$ cat src/rapm_pkg.sv
// Constants for the receive AU/path monitor register bank.
// Assumes byte-wide registers reached over a plain address/strobe port.
package rapm_pkg;

  // Register offsets, byte addresses on the plain register port.
  localparam logic [7:0] PROT_K1_OFS     = 8'h22;
  localparam logic [7:0] PROT_K2_OFS     = 8'h23;
  localparam logic [7:0] RETIME_CFG_OFS  = 8'h51;
  localparam logic [7:0] HPT_CFG1_OFS    = 8'h80;
  localparam logic [7:0] EXP_LABEL_OFS   = 8'h82;
  localparam logic [7:0] RCV_LABEL_OFS   = 8'h83;
  localparam logic [7:0] RDI_BITS_OFS    = 8'h85;
  localparam logic [7:0] MSA_CFG_OFS     = 8'h90;
  localparam logic [7:0] NEG_CNT_LO_OFS  = 8'h91;
  localparam logic [7:0] NEG_CNT_HI_OFS  = 8'h92;
  localparam logic [7:0] POS_CNT_LO_OFS  = 8'h93;
  localparam logic [7:0] POS_CNT_HI_OFS  = 8'h94;
  localparam logic [7:0] PTR_STATUS_OFS  = 8'hc4;
  localparam logic [7:0] PATH_STATUS_OFS = 8'hc5;
  localparam logic [7:0] AIS_STATUS_OFS  = 8'hd0;

  // Field positions.
  localparam int MSA_SS_EN_BIT     = 0;
  localparam int MSA_AIS_FRC_BIT   = 1;
  localparam int MSA_AIS_EN_BIT    = 2;
  localparam int HPT_REI_MODE_BIT  = 1;
  localparam int HPT_B3_MODE_BIT   = 2;
  localparam int HPT_AIS_EN_BIT    = 3;
  localparam int HPT_AIS_FRC_BIT   = 4;
  localparam int HPT_J1_LEN_BIT    = 5;
  localparam int HPT_SLM_SEL_BIT   = 6;
  localparam int HPT_RDI_SEL_BIT   = 7;
  localparam int RETIME_DIS_BIT    = 3;
  localparam int LOP_ST_BIT        = 7;
  localparam int RDI_ST_BIT        = 3;
  localparam int SLM_ST_BIT        = 4;
  localparam int PATH_AIS_ST_BIT   = 4;
  localparam int MSA_AIS_ST_BIT    = 5;

  // Reset values and writable masks.
  localparam logic [7:0] CFG_RESET     = 8'h00;
  localparam logic [7:0] HPT_CFG1_MASK = 8'hfe;
  localparam logic [2:0] MSA_CFG_RESET = 3'h0;

  // Persistence counts, pointer size bits and path trace lengths.
  localparam logic [2:0] PERSIST_SHORT = 3'h3;
  localparam logic [2:0] PERSIST_LONG  = 3'h5;
  localparam logic [2:0] PERSIST_MAX   = 3'h7;
  localparam logic [1:0] SS_EXPECTED   = 2'h2;
  localparam logic [6:0] TRACE_LEN_16  = 7'h10;
  localparam logic [6:0] TRACE_LEN_64  = 7'h40;

  // Live justification counter width.
  localparam int JUST_CNT_W = 11;

endpackage : rapm_pkg

$ cat src/rapm_regs.sv
// Receive AU pointer and path monitor register bank with its alarm steering.
// Assumes line-side strobes and bytes come from logic on the same clock, so
// they are used without synchronisers; registers are byte wide.
//
// Summary of operation
// [RL1] K1 byte from the protection bus is readable, read only, resets to zero.
// [RL2] K2 byte from the protection bus is readable, read only, resets to zero.
// [RL3] Auto-alarm enable passes adaptation AIS to path termination on alarm condition.
// [RL4] Adaptation force bit sends AIS to path termination unconditionally.
// [RL5] With size check enabled, pointer SS bits other than 10 raise loss of pointer.
// [RL6] Eleven-bit counter counts every negative pointer justification; the code stops counting at 2047.
// [RL7] Writing the negative counter upper byte snapshots it and clears it.
// [RL8] Retiming-made decrements do not count while retiming is enabled.
// [RL9] Eleven-bit counter counts every positive pointer justification; the code stops counting at 2047.
// [RL10] Writing the positive counter upper byte snapshots it and clears it.
// [RL11] Retiming-made increments do not count while retiming is enabled.
// [RL12] Remote defect status updates after RDI bits agree 3 or 5 frames.
// [RL13] Label mismatch status updates after 3 or 5 mismatches with expected label.
// [RL14] Path trace length is 16 bytes, or 64 bytes when selected.
// [RL15] Path force bit sends AIS from path termination to path adaptation.
// [RL16] Path auto-alarm enable passes AIS to path adaptation on alarm condition.
// [RL17] B3 counter counts bit errors, or errored blocks in block mode.
// [RL18] Path REI counter counts bit errors, or block errors in block mode.
// [RL19] Received G1 RDI bits are readable at their own register.
// [RL20] After snapshot, live counter restarts from zero; buffer holds until next snapshot.
//
// The implementer's own choice: the address-and-strobe port.

`timescale 1ns/1ps

module rapm_regs #(
  parameter int CNT_W = rapm_pkg::JUST_CNT_W
) (
  input  wire logic             clock,
  input  wire logic             reset,
  input  wire logic [7:0]       reg_addr,
  input  wire logic [7:0]       reg_wdata,
  input  wire logic             reg_wr,
  input  wire logic             reg_rd,
  output logic      [7:0]       reg_rdata,
  input  wire logic             prot_valid,
  input  wire logic [7:0]       protection_bus_first_aps_byte,
  input  wire logic [7:0]       protection_bus_second_aps_byte,
  input  wire logic             pointer_valid,
  input  wire logic [1:0]       pointer_size_bits,
  input  wire logic             neg_just_event,
  input  wire logic             neg_just_by_retime,
  input  wire logic             pos_just_event,
  input  wire logic             pos_just_by_retime,
  input  wire logic             frame_pulse,
  input  wire logic [2:0]       g1_rdi_bits,
  input  wire logic             label_valid,
  input  wire logic [7:0]       received_signal_label,
  input  wire logic             adaptation_alarm_condition,
  input  wire logic             path_alarm_condition,
  output logic                  adaptation_ais,
  output logic                  path_ais,
  output logic                  size_bit_loss_of_pointer,
  output logic                  path_remote_defect_status,
  output logic                  label_mismatch_status,
  output logic      [6:0]       path_trace_length,
  output logic                  path_parity_counter_mode,
  output logic                  path_remote_error_counter_mode
);

  // The counters sit in two bytes each, so wider than sixteen cannot be read.
  if (CNT_W < 9 || CNT_W > 16)
  begin : g_width_check
    $error("rapm_regs: CNT_W must lie between 9 and 16");
  end

  typedef struct packed {
    logic [7:0]       k1;
    logic [7:0]       k2;
    logic [2:0]       msa_cfg;
    logic [7:0]       hpt_cfg;
    logic             retime_dis;
    logic [7:0]       exp_label;
    logic [7:0]       rcv_label;
    logic [2:0]       rdi_bits;
    logic [2:0]       rdi_cnt;
    logic             rdi_st;
    logic             slm_last;
    logic [2:0]       slm_cnt;
    logic             slm_st;
    logic             lop;
    logic [CNT_W-1:0] neg_live;
    logic [CNT_W-1:0] neg_hold;
    logic [CNT_W-1:0] pos_live;
    logic [CNT_W-1:0] pos_hold;
    logic             adapt_ais;
    logic             path_ais;
    logic [6:0]       trace_len;
    logic [7:0]       rdata;
  } rapm_state_s;

  rapm_state_s state_r;
  rapm_state_s state_nxt;

  // Run length of equal observations, saturating so it never wraps back below
  // the persistence threshold during a long steady run.
  function automatic logic [2:0] rapm_run(input logic same, input logic [2:0] cnt);
    logic [2:0] res;
    res = 3'h1;
    if (same)
    begin
      res = (cnt == rapm_pkg::PERSIST_MAX) ? cnt : cnt + 3'h1;
    end
    return res;
  endfunction : rapm_run

  // Justification counter step. A snapshot clears the live count, but an event
  // in the same cycle is kept as the first count of the new interval.
  function automatic logic [CNT_W-1:0] rapm_jstep(input logic [CNT_W-1:0] live,
                                                  input logic             ev,
                                                  input logic             snap);
    logic [CNT_W-1:0] res;
    res = live;
    if (snap)
    begin
      res = '0;
    end
    if (ev && res != '1)
    begin
      res = res + {{(CNT_W-1){1'b0}}, 1'b1};
    end
    return res;
  endfunction : rapm_jstep

  // Byte reads of a counter buffer, upper bits padded with zero.
  function automatic logic [7:0] rapm_hi(input logic [CNT_W-1:0] v);
    logic [15:0] wide;
    wide = 16'h0000;
    wide[CNT_W-1:0] = v;
    return wide[15:8];
  endfunction : rapm_hi

  logic       wr_msa;
  logic       wr_hpt;
  logic       wr_retime;
  logic       wr_exp;
  logic       snap_neg;
  logic       snap_pos;
  logic       neg_count;
  logic       pos_count;
  logic [2:0] rdi_need;
  logic [2:0] slm_need;
  logic       slm_mis;
  logic [2:0] rdi_run;
  logic [2:0] slm_run;

  // Write decode and event qualification.
  always_comb
  begin
    wr_msa    = reg_wr && reg_addr == rapm_pkg::MSA_CFG_OFS;
    wr_hpt    = reg_wr && reg_addr == rapm_pkg::HPT_CFG1_OFS;
    wr_retime = reg_wr && reg_addr == rapm_pkg::RETIME_CFG_OFS;
    wr_exp    = reg_wr && reg_addr == rapm_pkg::EXP_LABEL_OFS;
    snap_neg  = reg_wr && reg_addr == rapm_pkg::NEG_CNT_HI_OFS;             // [RL7]
    snap_pos  = reg_wr && reg_addr == rapm_pkg::POS_CNT_HI_OFS;             // [RL10]
    // Retiming-made adjustments are local, not line events, so they are masked while retiming is enabled.
    neg_count = neg_just_event && !(neg_just_by_retime && !state_r.retime_dis); // [RL8]
    pos_count = pos_just_event && !(pos_just_by_retime && !state_r.retime_dis); // [RL11]
    rdi_need  = state_r.hpt_cfg[rapm_pkg::HPT_RDI_SEL_BIT] ?
                rapm_pkg::PERSIST_LONG : rapm_pkg::PERSIST_SHORT;
    slm_need  = state_r.hpt_cfg[rapm_pkg::HPT_SLM_SEL_BIT] ?
                rapm_pkg::PERSIST_LONG : rapm_pkg::PERSIST_SHORT;
    slm_mis   = received_signal_label != state_r.exp_label;
    rdi_run   = rapm_run(g1_rdi_bits == state_r.rdi_bits, state_r.rdi_cnt);
    slm_run   = rapm_run(slm_mis == state_r.slm_last, state_r.slm_cnt);
  end

  // Next-state logic for the whole bank.
  always_comb
  begin
    state_nxt = state_r;
    // Protection bus capture.
    if (prot_valid)
    begin
      state_nxt.k1 = protection_bus_first_aps_byte;                         // [RL1]
      state_nxt.k2 = protection_bus_second_aps_byte;                        // [RL2]
    end
    if (wr_msa)
    begin
      state_nxt.msa_cfg = reg_wdata[2:0];
    end
    if (wr_hpt)
    begin
      state_nxt.hpt_cfg = reg_wdata & rapm_pkg::HPT_CFG1_MASK;
    end
    // Trace length sits in its own flop, so the output carries no decode after it.
    state_nxt.trace_len = state_nxt.hpt_cfg[rapm_pkg::HPT_J1_LEN_BIT] ?
                          rapm_pkg::TRACE_LEN_64 : rapm_pkg::TRACE_LEN_16;  // [RL14]
    if (wr_retime)
    begin
      state_nxt.retime_dis = reg_wdata[rapm_pkg::RETIME_DIS_BIT];
    end
    if (wr_exp)
    begin
      state_nxt.exp_label = reg_wdata;
    end
    // Pointer size bits are checked on each new pointer; disabling clears LOP.
    if (!state_r.msa_cfg[rapm_pkg::MSA_SS_EN_BIT])
    begin
      state_nxt.lop = 1'b0;
    end
    else if (pointer_valid)
    begin
      state_nxt.lop = pointer_size_bits != rapm_pkg::SS_EXPECTED;           // [RL5]
    end
    // Justification counters and their snapshot buffers.
    state_nxt.neg_live = rapm_jstep(state_r.neg_live, neg_count, snap_neg); // [RL6] [RL20]
    state_nxt.pos_live = rapm_jstep(state_r.pos_live, pos_count, snap_pos); // [RL9] [RL20]
    if (snap_neg)
    begin
      state_nxt.neg_hold = state_r.neg_live;                                // [RL7]
    end
    if (snap_pos)
    begin
      state_nxt.pos_hold = state_r.pos_live;                                // [RL10]
    end
    // RDI persistence: status follows only a value held for the selected run.
    if (frame_pulse)
    begin
      state_nxt.rdi_bits = g1_rdi_bits;                                     // [RL19]
      state_nxt.rdi_cnt  = rdi_run;
      if (rdi_run >= rdi_need)
      begin
        state_nxt.rdi_st = g1_rdi_bits[2];                                  // [RL12]
      end
    end
    // Label mismatch persistence, symmetric so the alarm also clears.
    if (label_valid)
    begin
      state_nxt.rcv_label = received_signal_label;
      state_nxt.slm_last  = slm_mis;
      state_nxt.slm_cnt   = slm_run;
      if (slm_run >= slm_need)
      begin
        state_nxt.slm_st = slm_mis;                                         // [RL13]
      end
    end
    // AIS steering: force wins, otherwise the enabled alarm logic decides.
    state_nxt.adapt_ais = state_r.msa_cfg[rapm_pkg::MSA_AIS_FRC_BIT] ||    // [RL4]
                          (state_r.msa_cfg[rapm_pkg::MSA_AIS_EN_BIT] &&
                           adaptation_alarm_condition);                     // [RL3]
    state_nxt.path_ais  = state_r.hpt_cfg[rapm_pkg::HPT_AIS_FRC_BIT] ||    // [RL15]
                          (state_r.hpt_cfg[rapm_pkg::HPT_AIS_EN_BIT] &&
                           path_alarm_condition);                           // [RL16]
    // Read data stands only in the cycle after the read strobe.
    state_nxt.rdata = 8'h00;
    if (reg_rd)
    begin
      case (reg_addr)
        rapm_pkg::PROT_K1_OFS:     state_nxt.rdata = state_r.k1;           // [RL1]
        rapm_pkg::PROT_K2_OFS:     state_nxt.rdata = state_r.k2;           // [RL2]
        rapm_pkg::RETIME_CFG_OFS:
          state_nxt.rdata[rapm_pkg::RETIME_DIS_BIT] = state_r.retime_dis;
        rapm_pkg::HPT_CFG1_OFS:    state_nxt.rdata = state_r.hpt_cfg;
        rapm_pkg::EXP_LABEL_OFS:   state_nxt.rdata = state_r.exp_label;
        rapm_pkg::RCV_LABEL_OFS:   state_nxt.rdata = state_r.rcv_label;
        rapm_pkg::RDI_BITS_OFS:    state_nxt.rdata = {5'h00, state_r.rdi_bits}; // [RL19]
        rapm_pkg::MSA_CFG_OFS:     state_nxt.rdata = {5'h00, state_r.msa_cfg};
        rapm_pkg::NEG_CNT_LO_OFS:  state_nxt.rdata = state_r.neg_hold[7:0];
        rapm_pkg::NEG_CNT_HI_OFS:  state_nxt.rdata = rapm_hi(state_r.neg_hold);
        rapm_pkg::POS_CNT_LO_OFS:  state_nxt.rdata = state_r.pos_hold[7:0];
        rapm_pkg::POS_CNT_HI_OFS:  state_nxt.rdata = rapm_hi(state_r.pos_hold);
        rapm_pkg::PTR_STATUS_OFS:
          state_nxt.rdata[rapm_pkg::LOP_ST_BIT] = state_r.lop;
        rapm_pkg::PATH_STATUS_OFS:
        begin
          state_nxt.rdata[rapm_pkg::RDI_ST_BIT] = state_r.rdi_st;
          state_nxt.rdata[rapm_pkg::SLM_ST_BIT] = state_r.slm_st;
        end
        rapm_pkg::AIS_STATUS_OFS:
        begin
          state_nxt.rdata[rapm_pkg::MSA_AIS_ST_BIT]  = state_r.adapt_ais;
          state_nxt.rdata[rapm_pkg::PATH_AIS_ST_BIT] = state_r.path_ais;
        end
        default:                   state_nxt.rdata = 8'h00;
      endcase
    end
  end

  // The single state register.
  always_ff @(posedge clock)
  begin
    if (reset)
    begin
      state_r            <= '0;
      state_r.msa_cfg    <= rapm_pkg::MSA_CFG_RESET;
      state_r.hpt_cfg    <= rapm_pkg::CFG_RESET;
      state_r.exp_label  <= rapm_pkg::CFG_RESET;
      state_r.trace_len  <= rapm_pkg::TRACE_LEN_16;
    end
    else
    begin
      state_r <= state_nxt;
    end
  end

  // All outputs come straight from state flops.
  assign reg_rdata                      = state_r.rdata;
  assign adaptation_ais                 = state_r.adapt_ais;
  assign path_ais                       = state_r.path_ais;
  assign size_bit_loss_of_pointer       = state_r.lop;
  assign path_remote_defect_status      = state_r.rdi_st;
  assign label_mismatch_status          = state_r.slm_st;
  assign path_trace_length              = state_r.trace_len;                          // [RL14]
  assign path_parity_counter_mode       = state_r.hpt_cfg[rapm_pkg::HPT_B3_MODE_BIT];  // [RL17]
  assign path_remote_error_counter_mode = state_r.hpt_cfg[rapm_pkg::HPT_REI_MODE_BIT]; // [RL18]
endmodule : rapm_regs

$ cat config.mk
export PLATFORM = sky130hd
export DESIGN_NAME = rapm_regs
export DESIGN_NICKNAME = d
export VERILOG_FILES = /design/src/rapm_pkg.sv /design/src/rapm_regs.sv
export SDC_FILE = /design/constraint.sdc
export NUM_CORES = 1
export LEC_CHECK = 0
export BUFFER_PORTS_ARGS = -buffer_cell sky130_fd_sc_hd__buf_2
export CAP_MARGIN = 20
export CORE_AREA = 2 2 154 156
export CTS_BUF_LIST = sky130_fd_sc_hd__clkbuf_16
export CTS_CLUSTER_DIAMETER = 80
export DETAILED_ROUTE_END_ITERATION = 8
export DIE_AREA = 0 0 156 158
export PLACE_DENSITY = 0.44
export SYNTH_ARGS = -nofsm -noshare
export SYNTH_HDL_FRONTEND = slang
export SYNTH_SLANG_ARGS = --single-unit
export TNS_END_PERCENT = 20
$ cat constraint.sdc
create_clock -name clock -period 5.5 [get_ports clock]
set_clock_uncertainty 0.15 [all_clocks]
set_input_delay 0 -clock clock [delete_from_list [all_inputs] [get_ports clock]]
set_output_delay 0 -clock clock [all_outputs]
set_load 0.01 [all_outputs]
==> results.py, run 1 <==
metrics = {
    "outcome": {
        "status": "finished, final reports clean",
    },
    "floorplanning": {
        "die_area_mm2": 0.0246,
        "die_y_um": 158,
        "num_rows": 56,
        "core_mm2": 0.0231,
        "initial_core_util_pct": 24.4,
        "die_w_um": 156,
        "ioPinCount": 81,
    },
    "sta": {
        "clock.fmax_mhz": 343,
        "relSlewSlack_pct": 41.4,
        "drv_slew": 0,
        "finalSetupViolCount": 0,
        "fin_crit_sh_pct": 53.0,
        "tightest_slew_ps": 877,
        "tns_ps": 0,
        "min_period_ps": 2920,
        "final-hold-violation-count": 0,
        "rsz0062_at_grt": "false",
    },
    "clock_network": {
        "cts_root_buf": "clkbuf_16",
        "cts_tree": "built",
        "cts_hold_buf": 58,
        "post_cts_buffers": 0,
        "htree_levels": 3,
        "clock_latency_ps": 360,
        "cts_sinks": 111,
        "clock_path_buffers": 2,
        "cts_resized": 0,
        "cts_made_buffers": 9,
        "clk_pin_slew_worst_paths_ps": 70,
    },
    "finish": {
        "final_common_cell": "dfxtp_1",
        "area_growth_pct": 23.9,
        "drive_gt1_share_pct": 15.5,
        "multiInputGateArea_mm2": 0.00311,
        "final_cells": 1047,
        "fill_cells": 2462,
        "fin_nets": 817,
        "regArea_mm2": 0.00222,
        "final_cell_mix": "dfxtp_1 (111), nor2_1 (88), buf_2 (75)",
    },
    "routing": {
        "vias": 4922,
        "drc": 0,
        "detail_route.vias_per_cell": 4.70,
        "final_antenna_net_count": 0,
        "wl_um": 17200,
        "first_pass_iters": 5,
        "drt_iter0_markers": 389,
        "routedWlPerCell_um": 16.4,
    },
    "critical_path": {
        "cp_data_arrival_time_ps": 2990,
        "path_buf_inv": 1,
        "critical_path_required_ps": 5570,
        "cpMostUsedCell": "nand3_1",
        "slowest_delay_ps": 730,
        "critical_path_class": "input pin to register",
        "critPathTopFamily": "simple AND/OR/NAND/NOR gates",
        "crit_path_start_kind": "input pin",
        "crit_path_end_kind": "register",
        "path_cells": "buf_2 > nor4b_4 > nand3_1 > and2_1 > ha_1 > nand3_1 > mux2_2 > a21oi_1 > nor2_1",
        "crit_fanout": 21,
        "cp_slowest_cell": "nand3_1",
    },
    "synth": {
        "synth_edf_count": 0,
        "synth_warnings": 0,
        "ys_types": 65,
        "ys_ff_latch": 111,
        "avgSynthCellArea_um2": 8.67,
        "ys_seq_area_share_pct": 39.4,
        "syn_inst": 650,
        "synthArstFlopShare_pct": 0,
        "synth_area_mm2": 0.00563,
        "ys.flop_type": "dfxtp_1",
    },
    "pwr": {
        "pwr_density_cell_mw_per_mm2": 232,
        "power_leakage_nw": 2.75,
        "peakVddDrop_mv": 0.111,
    },
    "placed_design": {
        "port_buffers": 75,
        "dp_hpwl_um": 12700,
        "placedCellCount": 971,
        "finalWeightedCongestion": 0.881,
    },
    "grt": {
        "grt_pass1_wl_um": 26600,
        "overflow": 0,
        "groute.usage.overall_pct": 14.1,
        "grt_max_degree": 66,
        "antenna_found_initial": 3,
        "grt_pass1_vias": 4693,
    },
    "min_path": {
        "min_path_type": "input pin to register",
    },
    "run": {
        "maxCapViolCount": 0,
    },
}
## final cells by class
cell class / count / share of cell area (%)
diodes: 2 / 0.0717
flip-flops and latches: 111 / 31.8
well taps: 290 / 5.20
multi-input cells: 482 / 44.6
clock buffers: 9 / 3.23
repair buffers: 135 / 13.9
clock inverters: 7 / 0.592
inverters: 11 / 0.592
## registers in the layout, indices dropped and copies added (netlist names)
register and cells:
path_ais 1, state_r 94, label_mismatch_status 1, path_parity_counter_mode 1, reg_rdata 8, path_trace_length 2
adaptation_ais 1, path_remote_defect_status 1, path_remote_error_counter_mode 1, size_bit_loss_of_pointer 1
## final timing paths
kind / startpoint / endpoint / slack [ps] / cells after the start
max: reg_addr[1] / state_r[52] / 2580 / 9
min: reg_addr[1] / reg_rdata[5] / 9 / 3
max reg2reg: state_r[84] / label_mismatch_status / 2820 / 11
min reg2reg: state_r[22] / state_r[22] / 310 / 2
## per-stage QoR
step | setup WS, ps | cell area, um2 | total power [mW] | util [%] | hold WS [ps]
6_report | 2580 | 6980 | 1.62 | 30.3 | 9.05
4_1_cts | 2610 | 6980 | 1.64 | 30.3 | 2.06
5_1_grt | 2370 | 6980 | 1.69 | 30.3 | 38.2
2_1_floorplan | 3200 | 5650 | 0.941 | - | -6.67
3_3_place_gp | 2270 | 6130 | 0.992 | 26.6 | 89.2
3_5_place_dp | 2230 | 6130 | 0.993 | 26.6 | 97.9
## power by group
group	internal [mW]	total, mW	switching (mW)
sequential	0.819	0.834	0.0142
combinational	0.0824	0.171	0.0887
clock	0.305	0.613	0.308
total	1.21	1.62	0.411
## layer usage
metal / routed length [um] / track usage, % / part of all wire (%) / up-vias
met5: 13 / 0 / 0.076 / -
met4: 232 / 3.84 / 1.3 / 2
met3: 736 / 3.04 / 4.3 / 19
met2: 8000 / 23.3 / 46 / 97
met1: 8230 / 18.7 / 48 / 2312
li1: - / - / - / 2492
## Yosys cell counts, types with 3 or more instances
cell type | count | area, um2
a31oi_1 | 7 | 43.8
inv_1 | 11 | 41.3
nand4_1 | 11 | 68.8
nor2b_1 | 5 | 31.3
a22oi_1 | 9 | 67.6
nand2_1 | 68 | 255
buf_1 | 4 | 15.0
buf_4 | 15 | 113
xnor2_1 | 19 | 166
nor2_1 | 88 | 330
nand2b_1 | 6 | 37.5
o22ai_1 | 4 | 25.0
and2_1 | 9 | 56.3
o21ai_0 | 9 | 45.0
nand3_1 | 27 | 135
buf_2 | 12 | 60.1
and3_1 | 7 | 43.8
nor3b_1 | 3 | 22.5
nor4_2 | 3 | 37.5
a21oi_1 | 47 | 235
nor4_1 | 3 | 18.8
nor3_1 | 7 | 35.0
ha_1 | 8 | 100
a211oi_1 | 6 | 45.0
nand3b_1 | 7 | 52.6
clkbuf_1 | 17 | 63.8
a22o_1 | 6 | 52.6
a32oi_1 | 3 | 26.3
mux2_2 | 9 | 101
xor2_1 | 7 | 61.3
dfxtp_1 | 111 | 2220
mux2i_1 | 55 | 551
## worst reg2reg max path, cell delays in order, from the launching register on
cell and delay, ps:
dfxtp_1 430, xnor2_1 140, nand4_1 140, nor2_1 260, xnor2_1 290, a21oi_1 100
ha_1 290, o21a_1 180, o21ai_0 240, a21oi_1 60, o21ai_0 170, o211a_1 160
## cells by family (layout without fill, tap and decap cells)
| logic type | after synthesis | in the layout | synth area share (%) |
|---|---|---|---|
| XOR/XNOR | 26 | 26 | 4.04 |
| flip-flops | 111 | 111 | 39.4 |
| AO/OA/AOI/OAI | 120 | 120 | 14.3 |
| AND/OR/NAND/NOR | 259 | 259 | 23.3 |
| adder cells (fa/ha/maj) | 8 | 8 | 1.78 |
| multiplexers | 64 | 64 | 11.6 |
| buffers and inverters | 61 | 162 | 5.60 |
| other | 1 | 7 | 0.0666 |
No activity file was read; power rests on OpenSTA's default activity.
==> run 2, diff against run 1 <==
Settings changed: ABC_AREA from default to 1, CORE_AREA 2 2 154 156 to 2 2 152 154, DIE_AREA 0 0 156 158 to 0 0 154 156, PLACE_DENSITY 0.44 to 0.45.
Clock period 5.5 ns to 2.55 ns, I/O delays scaled along.
==> run 2 against run 1 <==
The flow now finishes with violations (negative hold slack). Synthesized cell count increased by 16%. First-iteration DRC count shrank 35%. Count of clock-buffer cells in the layout did not move. Via count grew 6.2%.
==> results.py, run 2 <==
metrics = {
    "finish": {
        "final_cells": 1184,
        "area_growth_pct": 30.9,
        "final_cell_mix": "dfxtp_1 (111), nand2_1 (107), inv_1 (88)",
        "fin_nets": 960,
        "final_common_cell": "dfxtp_1",
        "drive_gt1_share_pct": 16.8,
        "largest-register": "state_r",
        "largest_reg_flops": 94,
        "post-route-cell-area_mm2": 0.00717,
    },
    "pwr": {
        "power_leakage_nw": 3.06,
        "pwr_density_cell_mw_per_mm2": 522,
        "power_frac_clock_pct": 41.7,
        "peakVddDrop_mv": 0.359,
        "switching_power_uw": 919,
        "swShare_pct": 24.5,
        "internal-power_mw": 2.82,
        "p_seq_share_pct": 48.2,
        "total_power_mw": 3.74,
        "pwr-share-comb_pct": 10.1,
    },
    "routing": {
        "first_pass_iters": 5,
        "final_antenna_net_count": 0,
        "detail_route.vias_per_cell": 4.41,
        "drc": 0,
        "vias": 5225,
        "wl_um": 16600,
        "drt_iter0_markers": 252,
        "routedWlPerCell_um": 14.0,
    },
    "critical_path": {
        "path_cells": "dlygate4sd3_1 > buf_2 > nand2_2 > nor2_8 > nand3_4 > nand2_1 > inv_1 > ha_1 > nand2_1 > inv_1 > nand3_1 > nor2_2 > nand3_2 > nand2_4 > clkinvlp_4 > nand2_1 > a21oi_1",
        "cp_slowest_cell": "dlygate4sd3_1",
        "cp_data_arrival_time_ps": 2350,
        "critical_path_class": "input pin to register",
        "cp-startpoint": "reg_addr[7]",
        "crit_path_end": "state_r[33]",
        "worst-path-stages": 17,
        "critical_path_required_ps": 2630,
        "critPathTopFamily": "simple AND/OR/NAND/NOR gates",
        "reg2reg_setup_slack_ps": 450,
        "regToRegStartpoint": "state_r[87]",
        "slowest_delay_ps": 550,
        "worstReg2RegEnd": "label_mismatch_status",
        "path_buf_inv": 5,
        "crit_path_start_kind": "input pin",
        "crit_path_end_kind": "register",
        "crit_fanout": 12,
        "r2r_cells": 14,
        "cpMostUsedCell": "nand2_1",
    },
    "sta": {
        "drv_slew": 0,
        "relSlewSlack_pct": 46.7,
        "hold-worst-slack_ps": -9.91,
        "fin_crit_sh_pct": 89.1,
        "tightest_slew_ps": 793,
        "final-hold-violation-count": 3,
        "clock.fmax_mhz": 440,
        "tns_ps": 0,
        "min_period_ps": 2270,
        "finalSetupViolCount": 0,
    },
    "synth": {
        "ys.flop_type": "dfxtp_1",
        "avgSynthCellArea_um2": 7.24,
        "synth-simple-area-share_pct": 23.0,
        "synthAdderAreaFrac_pct": 1.83,
        "synthArstFlopShare_pct": 0,
        "synth_warnings": 0,
        "synth_area_mm2": 0.00548,
        "ys_types": 41,
        "ys_seq_area_share_pct": 40.6,
        "syn_inst": 757,
        "synth_mux_area_share_pct": 0.411,
        "ys_ff_latch": 111,
        "synth.most_common_cell": "dfxtp_1",
        "yosys-top-cells-area": "dfxtp_1 (41%), nand2_1 (7.4%), o21ai_0 (7.2%), a21oi_1 (6.9%), inv_1 (6.0%)",
        "synthXorXnorAreaFrac_pct": 3.68,
        "synth_edf_count": 0,
        "ys_top_cells_by_count": "dfxtp_1 (111), nand2_1 (108), inv_1 (88)",
        "synth_top_family_by_area": "simple AND/OR/NAND/NOR gates",
        "synth_compound_area_share_pct": 18.7,
        "synth_top_area_cell": "dfxtp_1",
        "post-synth-top-area-fraction_pct": 40.6,
    },
    "clock_network": {
        "cts_sinks": 111,
        "cts_tree": "built",
        "clk_pin_slew_worst_paths_ps": 80,
        "cts_made_buffers": 9,
        "clock_path_buffers": 2,
        "cts_root_buf": "clkbuf_16",
        "htree_levels": 3,
        "clock_latency_ps": 360,
    },
    "floorplanning": {
        "die_area_mm2": 0.0240,
        "num_rows": 55,
        "core_mm2": 0.0224,
        "initial_core_util_pct": 24.5,
        "die_y_um": 156,
        "die_w_um": 154,
        "ioPinCount": 81,
    },
    "outcome": {
        "status": "finished with violations",
        "violations": "negative hold slack",
    },
    "grt": {
        "antenna_found_initial": 1,
        "grt_pass1_wl_um": 26300,
        "grt_pass1_vias": 4989,
        "groute.usage.overall_pct": 13.9,
        "grt_max_degree": 47,
        "overflow": 0,
    },
    "run": {
        "maxCapViolCount": 0,
    },
    "placed_design": {
        "postPlaceCellArea_mm2": 0.00605,
        "placedCellCount": 1090,
        "finalWeightedCongestion": 0.791,
        "dp_hpwl_um": 12200,
        "port_buffers": 75,
    },
    "min_path": {
        "hold_depth": 4,
        "min_path_type": "input pin to register",
    },
}
-- run 2: cell types whose count changed in the layout (fill, tap and decap cells not counted), moves of 8 or more --
cell | previous run | this run
buf_4 | 2 | 15
o22ai_1 | 4 | 12
dlygate4sd3_1 | 58 | 75
inv_2 | 0 | 11
inv_1 | 13 | 88
and2_1 | 9 | 1
nand2_1 | 68 | 107
a21oi_1 | 47 | 75
o21ai_0 | 9 | 79
mux2i_1 | 55 | 0
xnor2_1 | 19 | 10
nand2_2 | 0 | 10
a22oi_1 | 9 | 0
-- run 2: area by class of cell --
cell class | instances | area (um2)
fill | 2417 | 15200
multi-input combinational | 505 | 2640
sequential | 111 | 2220
timing repair buffer | 165 | 1240
inverter | 101 | 387
tap | 285 | 357
clock buffer | 9 | 225
clock inverter | 7 | 96.3
antenna | 1 | 2.50
-- run 2: how the worst min path moves through the flow --
stage / end / from / slack (ps)
finish: reg_rdata[3] / reset / -10
global route: reg_rdata[3] / reset / 20
CTS: reg_rdata[3] / reset / 10
detailed placement: size_bit_loss_of_pointer / pointer_size_bits[1] / 60
global placement: size_bit_loss_of_pointer / pointer_size_bits[1] / 60
floorplan: size_bit_loss_of_pointer / pointer_valid / -50
-- run 2: timing repair --
action | CTS | global route
setup buffers | 0 | 2
endpoints found under the hold margin | 65 | 0
hold buffers | 75 | 0
resized for setup | 0 | 6
setup endpoints to repair | 0 | 14
-- run 2: tightest hold or removal path, cell delays in order --
cell and delay, ps:
buf_2 140, inv_2 50, nand2_1 180, a31oi_1 70
-- run 2: power groups by stage --
| stage | combinational [mW] | clock [mW] | sequential (mW) |
|---|---|---|---|
| after floorplan | 0.181 | 0 | 1.84 |
| after global placement | 0.285 | 0 | 1.85 |
| after detailed placement | 0.286 | 0 | 1.85 |
| after CTS | 0.376 | 1.60 | 1.80 |
| after global routing | 0.423 | 1.65 | 1.81 |
| final | 0.377 | 1.56 | 1.81 |
-- run 2: kinds of logic (layout without fill, tap and decap cells) --
group                    Yosys count  count (layout)
buffers and inverters            145             282
AO/OA/AOI/OAI                    192             192
flip-flops                       111             111
AND/OR/NAND/NOR                  275             275
adder cells (fa/ha/maj)            8               8
other                              1               6
multiplexers                       2               2
XOR/XNOR                          23              23
-- run 2: metal layers --
layer / part of all wire (%) / up-vias / GRT usage (%) / wire length (um)
met3: 3.5 / 17 / 2.08 / 573
met2: 47 / 101 / 24.0 / 7840
li1: - / 2717 / - / -
met1: 47 / 2390 / 17.8 / 7820
met4: 1.9 / 0 / 4.98 / 318
met5: 0 / - / 0 / 0
-- run 2: metrics by stage --
| step | hold WS (ps) | setup WS (ps) | utilization, % |
|---|---|---|---|
| after floorplan | -48.3 | 424 | - |
| after global placement | 55.8 | 312 | 27.1 |
| after detailed placement | 56.8 | 302 | 27.1 |
| after CTS | 13.1 | 115 | 31.9 |
| after global routing | 24.1 | -2.81 | 32.1 |
| final | -9.91 | 278 | 32.1 |
